--- config.mk ---
export PLATFORM = sky130hd
export DESIGN_NAME = dmux_top
export DESIGN_NICKNAME = d
export VERILOG_FILES = /design/src/rtl/dmux_pkg.sv /design/src/rtl/dmux_top.sv
export VERILOG_INCLUDE_DIRS = /design/src /design/src/rtl
export SDC_FILE = /design/constraint.sdc
export NUM_CORES = 1
export LEC_CHECK = 0
export BUFFER_PORTS_ARGS = -buffer_cell sky130_fd_sc_hd__buf_2
export CORE_MARGIN = 1.5
export CORE_UTILIZATION = 35
export DETAILED_ROUTE_END_ITERATION = 8
export GPL_TIMING_DRIVEN = 0
export PLACE_DENSITY = 0.57
export SLEW_MARGIN = 20
export SYNTH_ARGS = -nofsm -noshare
export SYNTH_HDL_FRONTEND = slang
export SYNTH_SLANG_ARGS = --single-unit
--- constraint.sdc ---
create_clock -name CLK_IN -period 3.4 [get_ports CLK_IN]
set_input_delay 0.17 -clock CLK_IN [delete_from_list [all_inputs] [get_ports CLK_IN]]
set_output_delay 0.17 -clock CLK_IN [all_outputs]
set_load 0.01 [all_outputs]
--- src/rtl/dmux_params.svh ---
// Constants for the DRAM address and refresh multiplexer.
// Assumes inclusion by the top module only.
//
// Behaviour
// - Drive an 8-bit multiplexed memory address toward the DRAM array.
// - Take CPU address bits 1 to 16 as the system memory address.
// - Source select picks system address or refresh counter for memory.
// - Clear input high clears counter and floats all memory address lines.
// - Refresh request starts a refresh cycle addressed by the counter.
// - A refresh cycle starts only while refresh permit is high.
// - Refresh address bit 0 appears on its own output line.
// - Two-way path between expansion and peripheral address buses.
// - Hold acknowledge stops the device driving the expansion bus.
// - DMA active sets the transceiver direction for DMA transfers.
`ifndef DMUX_PARAMS_SVH
`define DMUX_PARAMS_SVH
`define DMUX_MA_W        8
`define DMUX_SYS_W       16
`define DMUX_CNT_RESET   8'h00
`define DMUX_SYNC_STAGES 3
`define DMUX_CTL_W       8
`define DMUX_ADDR_RESET  16'h0000
`endif

--- src/rtl/dmux_pkg.sv ---
// Types for the DRAM address and refresh multiplexer.
// Assumes the params header is compiled alongside.
package dmux_pkg;
  // Refresh sequencer states
  typedef enum logic [0:0] {
    DMUX_IDLE,
    DMUX_REFRESH
  } dmux_state_t;
endpackage

--- src/rtl/dmux_top.sv ---
// DRAM address multiplexer with refresh counter and address transceiver.
// Assumes all control and bus inputs are asynchronous pins; the bench
// resolves the two-way buses from the output enables.
`timescale 1ns/1ps
`include "dmux_params.svh"

module dmux_top #(
  parameter int MA_W  = `DMUX_MA_W,
  parameter int SYS_W = `DMUX_SYS_W
) (
  // Clock, reset, enable
  input  wire logic               CLK_IN,
  input  wire logic               NRST_IN,
  input  wire logic               CE_IN,
  // CPU side
  input  wire logic [SYS_W:1]     CPU_ADDR_IN,
  input  wire logic               ALE_IN,
  // Refresh and mux control
  input  wire logic               REFRESH_REQ_IN,
  input  wire logic               REFRESH_PERMIT_IN,
  input  wire logic               ADDR_SOURCE_SELECT_IN,
  input  wire logic               COLUMN_SELECT_IN,
  input  wire logic               COUNTER_CLEAR_IN,
  // Transceiver control
  input  wire logic               CPU_HOLD_ACK_IN,
  input  wire logic               DMA_ACTIVE_IN,
  // Memory address
  output logic      [MA_W-1:0]    MEM_ADDR_OUT,
  output logic                    MEM_ADDR_OE_OUT,
  output logic                    REFRESH_ACTIVE_OUT,
  output logic                    REFRESH_ADDR_LSB_OUT,
  // Expansion address bus
  input  wire logic [SYS_W:1]     EXPANSION_ADDR_BUS_IN,
  output logic      [SYS_W:1]     EXPANSION_ADDR_BUS_OUT,
  output logic                    EXPANSION_ADDR_BUS_OE_OUT,
  // Peripheral address bus
  input  wire logic [SYS_W:1]     PERIPHERAL_ADDR_BUS_IN,
  output logic      [SYS_W:1]     PERIPHERAL_ADDR_BUS_OUT,
  output logic                    PERIPHERAL_ADDR_BUS_OE_OUT
);

  localparam int SW = `DMUX_CTL_W + 3 * SYS_W;

  // Synchroniser stages and filtered values
  logic [SW-1:0]        s1, s2, s3, filt;
  logic [SW-1:0]        next_filt;
  logic [SW-1:0]        raw;

  // Core state
  dmux_pkg::dmux_state_t state, next_state;
  logic [MA_W-1:0]      cnt, next_cnt;
  logic [SYS_W:1]       latch_addr, next_latch_addr;
  logic [MA_W-1:0]      ma, next_ma;
  logic                 ma_oe, next_ma_oe;
  logic [SYS_W:1]       sa_out, next_sa_out;
  logic                 sa_oe, next_sa_oe;
  logic [SYS_W:1]       xa_out, next_xa_out;
  logic                 xa_oe, next_xa_oe;

  // Filtered control levels
  logic                 ale, req, permit, src_sel, col_sel, clr, hold, dma;
  logic [SYS_W:1]       cpu_a, sa_in, xa_in;

  // Pin vector entering the synchroniser
  assign raw = {ALE_IN, REFRESH_REQ_IN, REFRESH_PERMIT_IN,
                ADDR_SOURCE_SELECT_IN, COLUMN_SELECT_IN, COUNTER_CLEAR_IN,
                CPU_HOLD_ACK_IN, DMA_ACTIVE_IN, CPU_ADDR_IN,
                EXPANSION_ADDR_BUS_IN, PERIPHERAL_ADDR_BUS_IN};
  assign {ale, req, permit, src_sel, col_sel, clr, hold, dma,
          cpu_a, sa_in, xa_in} = filt;

  // Filter takes a bit once stages two and three agree
  always_comb begin
    next_filt = (s2 & s3) | (filt & (s2 | s3));
  end

  // Three-stage synchroniser per pin
  always_ff @(posedge CLK_IN or negedge NRST_IN) begin
    if (!NRST_IN) begin
      s1   <= '0;
      s2   <= '0;
      s3   <= '0;
      filt <= '0;
    end else if (CE_IN) begin
      s1   <= raw;
      s2   <= s1;
      s3   <= s2;
      filt <= next_filt;
    end
  end

  // Next values of the refresh, mux and transceiver logic
  always_comb begin
    next_state      = state;
    next_cnt        = cnt;
    next_latch_addr = latch_addr;
    if (ale)
      next_latch_addr = cpu_a;
    unique case (state)
      dmux_pkg::DMUX_IDLE: begin
        if (req && permit)
          next_state = dmux_pkg::DMUX_REFRESH;
      end
      dmux_pkg::DMUX_REFRESH: begin
        if (!req) begin
          next_state = dmux_pkg::DMUX_IDLE;
          next_cnt   = MA_W'(cnt + 1'b1);
        end
      end
    endcase
    if (clr) begin
      next_state = dmux_pkg::DMUX_IDLE;
      next_cnt   = `DMUX_CNT_RESET;
    end
    if (next_state == dmux_pkg::DMUX_REFRESH || !src_sel)
      next_ma = next_cnt;
    else if (col_sel)
      next_ma = next_latch_addr[SYS_W:MA_W+1];
    else
      next_ma = next_latch_addr[MA_W:1];
    next_ma_oe = !clr;
    next_sa_out = next_latch_addr;
    next_sa_oe  = !hold;
    next_xa_out = next_latch_addr;
    next_xa_oe  = !hold;
    if (dma) begin
      next_xa_out = sa_in;
      next_xa_oe  = 1'b1;
      next_sa_out = xa_in;
    end
  end

  // Core registers
  always_ff @(posedge CLK_IN or negedge NRST_IN) begin
    if (!NRST_IN) begin
      state      <= dmux_pkg::DMUX_IDLE;
      cnt        <= `DMUX_CNT_RESET;
      latch_addr <= `DMUX_ADDR_RESET;
      ma         <= '0;
      ma_oe      <= 1'b0;
      sa_out     <= `DMUX_ADDR_RESET;
      sa_oe      <= 1'b0;
      xa_out     <= `DMUX_ADDR_RESET;
      xa_oe      <= 1'b0;
    end else if (CE_IN) begin
      state      <= next_state;
      cnt        <= next_cnt;
      latch_addr <= next_latch_addr;
      ma         <= next_ma;
      ma_oe      <= next_ma_oe;
      sa_out     <= next_sa_out;
      sa_oe      <= next_sa_oe;
      xa_out     <= next_xa_out;
      xa_oe      <= next_xa_oe;
    end
  end

  // Output drive
  assign MEM_ADDR_OUT               = ma;
  assign MEM_ADDR_OE_OUT            = ma_oe;
  assign REFRESH_ACTIVE_OUT         = (state == dmux_pkg::DMUX_REFRESH);
  assign REFRESH_ADDR_LSB_OUT       = cnt[0];
  assign EXPANSION_ADDR_BUS_OUT     = sa_out;
  assign EXPANSION_ADDR_BUS_OE_OUT  = sa_oe;
  assign PERIPHERAL_ADDR_BUS_OUT    = xa_out;
  assign PERIPHERAL_ADDR_BUS_OE_OUT = xa_oe;
endmodule

# Yosys cells after proc, flatten, opt, wreduce, memory -nomap -nowiden
# Index checks and enable logic that the tools add are counted.
# totals
latch_bits	0
mem_bits_ro	0
regBits	292
elab_cells	37
output_inout_bits	45
mem_bits_rw	0
n_memories	0
# op_classes
n_lt_le_gt_ge	0
multipliers	0
mux	13
bitwise_logic	5
n_div	0
add_sub_neg	1
n_eq_ne	0
shifts	0
n_reduce_logical	5
# ops
op	n
56-bit bitwise AND	2
56-bit OR	2
16-bit 2-to-1 mux	3
8-bit 2-to-1 mux	5
8-bit by 1-bit adder with 8-bit output, second input constant	1
1-bit 2-to-1 mux	4
1-bit logical NOT	3
1-bit case mux with 2 select lines	1
1-bit logical AND	1
1-bit logical OR	1
1-bit inverter	1

# Longest topological paths before layout
# logic_depth
depth_word	6
depth_mapped	6

# Worst setup path after synthesis
# Ideal clock, no wire load.
# synth_path
path_type	reg2reg
start	register filt[55]
end	register ma[2] (netlist: MEM_ADDR_OUT[2])
synth_period_minus_slack_ns	1.390
stages_incl_launch_ff	6
t_arrival_ns	1.266
n_path_buf	2
setup_slack_ns	2.010
cell_sequence	dfrtp_1 buf_6 buf_6 mux2i_1 a211oi_1 a211o_1
# synth_via
elab_chain_len	3
# synth_lines
item	line_no	text
start: declaration	dmux_top.sv:45	logic [SW-1:0] s1, s2, s3, filt;
start signal: assignment	dmux_top.sv:88	filt <= next_filt;
16-bit 2-to-1 mux	dmux_top.sv:97	if (ale)
8-bit 2-to-1 mux	dmux_top.sv:117	else if (col_sel)
8-bit 2-to-1 mux	dmux_top.sv:115	if (next_state == dmux_pkg::DMUX_REFRESH || !src_sel)
end signal: assignment	dmux_top.sv:149	ma <= next_ma;
end: declaration	dmux_top.sv:53	logic [MA_W-1:0] ma, next_ma;
# No other way between the ends.
# A chain may end at the register's enable or synchronous reset.

# Worst setup path in the final report
# layout_path
start	register filt[55]
end	register xa_out, in the netlist PERIPHERAL_ADDR_BUS_OUT[9]
# layout_via
elab_chain_len	2
# layout_lines
item	line_no	text
16-bit 2-to-1 mux	dmux_top.sv:97	
16-bit 2-to-1 mux	dmux_top.sv:126	if (dma) begin
end signal: assignment	dmux_top.sv:143	xa_out <= `DMUX_ADDR_RESET;
end signal: assignment	dmux_top.sv:153	xa_out <= next_xa_out;
end: declaration	dmux_top.sv:57	logic [SYS_W:1] xa_out, next_xa_out;
# No other way between the ends.

==> impl_metrics.json <==
{
  "clockPowerShare": 0.320,
  "synth_top_area_share": 0.6101,
  "antenna_found_initial": 1,
  "maxSlewViolCount": 0,
  "ys_ff_latch": 292,
  "wire_per_inst_microns": 17.47,
  "synth_edf_count": 0,
  "port-buffer-count": 103,
  "dieHeight_microns": 188.0,
  "slew_headroom": 0.5675,
  "finalClockSkew_ps": 11.47,
  "slowest_delay_ps": 430,
  "wl_met3_mm": 1.673,
  "async_flop_share": 1.000,
  "crit_top_cell": "buf_6",
  "fin_crit_sh": 0.5447,
  "die_area_sq_um": 35340,
  "grt_max_degree": 98,
  "place_area_sq_um": 13170,
  "grt_pass1_vias": 8364,
  "overflow": 0,
  "yosys.area.top_type": "dfrtp_1",
  "initial_core_util": 0.3563,
  "crit_buf_inv": 2,
  "route.met2.wl_mm": 13.11,
  "syn-num-nets": 1108,
  "drtIter0Drc": 521,
  "cts_root_buf": "clkbuf_16",
  "rsz0062_at_grt": "no",
  "row_count": 67,
  "final_core_util": 0.4415,
  "cts_setup_buffers": 0,
  "cts.sinks": 292,
  "cts_resized": 0,
  "first_pass_iters": 5,
  "crit_family": "multiplexers",
  "vias_per_cell": 5.001,
  "period_minus_slack_ps": 1852,
  "final_layout_size_suffix_gt1_frac": 0.2506,
  "synth_area_leaders": "dfrtp_1 61%, mux2_2 11%, o21ai_0 8.5%, a21oi_1 3.1%, inv_1 3.0%",
  "seqCellArea_sq_um": 7307,
  "syn_inst": 1048,
  "cts.htree.levels": 2,
  "drcViolationCount": 0,
  "hold_buffers": 57,
  "hold_viol_final": 0,
  "peakVddDrop_uv": 344.2,
  "combPwrFrac": 0.224,
  "gp_congestion": 0.8301,
  "cts_buffers": 34,
  "pwr-share-seq": 0.456,
  "netSwitchingPower_mw": 3.575,
  "worstPathArrival_ps": 2210,
  "path_max_fanout": 10,
  "synth_cell_types": 41,
  "fin_area_sq_um": 14840,
  "path_class": "flip-flop to flip-flop",
  "maxCapViolations": 0,
  "grt_pass1_wl_mm": 48.40,
  "core_sq_um": 33620,
  "num_antenna_cells": 0,
  "holdCritPathClass": "primary input to flip-flop",
  "netlist_top_cells_count": "292 x dfrtp_1, 204 x o21ai_0, 120 x mux2_2",
  "clkTransAtPathRegs_ps": 60,
  "cp-end-kind": "flip-flop",
  "hold_slack_ps": 82.28,
  "area_delta_synth_final_pct": 23.92,
  "slowest_stage": "mux2i_1",
  "hpwlAfterDp_mm": 21.00,
  "clk_latency_ps": 510,
  "multi_input_area_sq_um": 4005,
  "switching_share": 0.3199,
  "synthFlopType": "dfrtp_1",
  "avgSynthCellArea_sq_um": 11.43,
  "start_kind": "flip-flop",
  "vias": 8606,
  "fp.dieW_microns": 188.0,
  "syn_area_sq_um": 11980,
  "synth.most_common_cell": "dfrtp_1",
  "p_per_area_nw_per_um2": 753.0,
  "intPower_mw": 7.601,
  "dr.max_layer_used": "met5",
  "cts_tree": "built",
  "num-nets-final": 1308,
  "yosysWarnings": 0,
  "timing.fmax_mhz": 540.0,
  "status": "finished clean",
  "grt_use_total": 0.1738,
  "final.fill_count": 3162,
  "setup_viol": 0,
  "synth_seq_area_share": 0.6101,
  "cp_cell_sequence": "buf_6 > buf_6 > mux2i_1 > nand2_1 > o211ai_1 > o21ai_0",
  "wl_met1_mm": 14.61,
  "wirelength_mm": 30.07,
  "max_slew.worst_pin.slew_ps": 648.7,
  "required_ps": 3760,
  "p_leak_nw": 6.648,
  "ctsLongestPathBuffers": 3,
  "io_pins": 104,
  "antenna_left": 0
}
-- metal layers --
metal	GRT usage	vias to the layer above
met5	0	-
met4	0.05138	2
met3	0.02938	45
met2	0.2545	223
met1	0.2624	4324
li1	-	4012
-- cell families (layout without fill, tap and decap cells) --
group / count (synthesis) / count (layout) / synth area share
compound gates: 329 / 329 / 0.1506
xor+xnor: 7 / 7 / 0.005119
fa+ha+maj: 1 / 1 / 0.001045
buf+inv: 156 / 381 / 0.05547
flops: 292 / 292 / 0.6101
mux: 142 / 142 / 0.1326
simple gates: 121 / 121 / 0.04503
-- power groups by stage --
stage                     clock network [mW]  registers (mW)  logic (mW)
final                                   3.58            5.09        2.50
after global routing                    3.81            5.21        2.80
after CTS                               3.65            5.09        2.52
after detailed placement                   0            5.14        2.45
after global placement                     0            5.11        2.37
after floorplan                            0            4.99        1.48
-- area by class of cell --
type | count | share of cell area
multi-input cells | 600 | 0.2699
clock inverters | 9 | 0.008093
repair buffers | 164 | 0.08127
well taps | 448 | 0.03777
clock buffers | 52 | 0.06592
plain buffers | 59 | 0.02023
inverters | 97 | 0.02453
flip-flops and latches | 292 | 0.4923
-- path summary, 6_finish.rpt --
check | from | end | slack (ps) | depth (start not counted)
max | filt[55] | PERIPHERAL_ADDR_BUS_OUT[9] | 1550 | 6
min | CE_IN | MEM_ADDR_OE_OUT | 80 | 3
max reg2reg | filt[55] | PERIPHERAL_ADDR_BUS_OUT[9] | 1550 | 6
min reg2reg | EXPANSION_ADDR_BUS_OE_OUT | EXPANSION_ADDR_BUS_OE_OUT | 480 | 2
max in group asynchronous | NRST_IN | s1[53] | 2080 | 5
min in group asynchronous | NRST_IN | s1[15] | 280 | 3
-- state kept, by name, indices dropped and copies added, names as in the netlist, 8 cells and up --
register                 flops
latch_addr                  16
cnt                          8
EXPANSION_ADDR_BUS_OUT      16
MEM_ADDR_OUT                 8
s2                          56
PERIPHERAL_ADDR_BUS_OUT     16
s3                          56
filt                        56
s1                          56
-- worst reg2reg max path: stages, from the launching register on --
cell      delay, ps
dfrtp_1         400
buf_6           190
buf_6           180
mux2i_1         430
nand2_1         180
o211ai_1        180
o21ai_0         140
-- metrics by stage --
step / setup WS (ps) / setup TNS, ps / power [mW] / std cells
6_report: 1548 / 0 / 11.18 / 1721
3_3_place_gp: -3384 / -978590 / 7.486 / 1599
4_1_cts: 1523 / 0 / 11.26 / 1721
2_1_floorplan: 2010 / 0 / 6.467 / 1048
5_1_grt: 1457 / 0 / 11.82 / 1721
3_5_place_dp: 1532 / 0 / 7.597 / 1603
-- placed cells by master, fill, tap and decap left out, types with 25 or more instances in the layout --
| cell | Yosys | layout |
|---|---|---|
| buf_2 | 27 | 129 |
| o211ai_1 | 32 | 32 |
| inv_1 | 96 | 96 |
| nor2_1 | 25 | 25 |
| o21ai_0 | 204 | 204 |
| nand2_1 | 79 | 79 |
| dlygate4sd3_1 | 0 | 57 |
| clkbuf_1 | 22 | 34 |
| clkbuf_16 | 0 | 34 |
| dfrtp_1 | 292 | 292 |
| mux2_2 | 120 | 120 |
| a21oi_1 | 74 | 74 |
No activity file was read; power rests on OpenSTA's default activity.
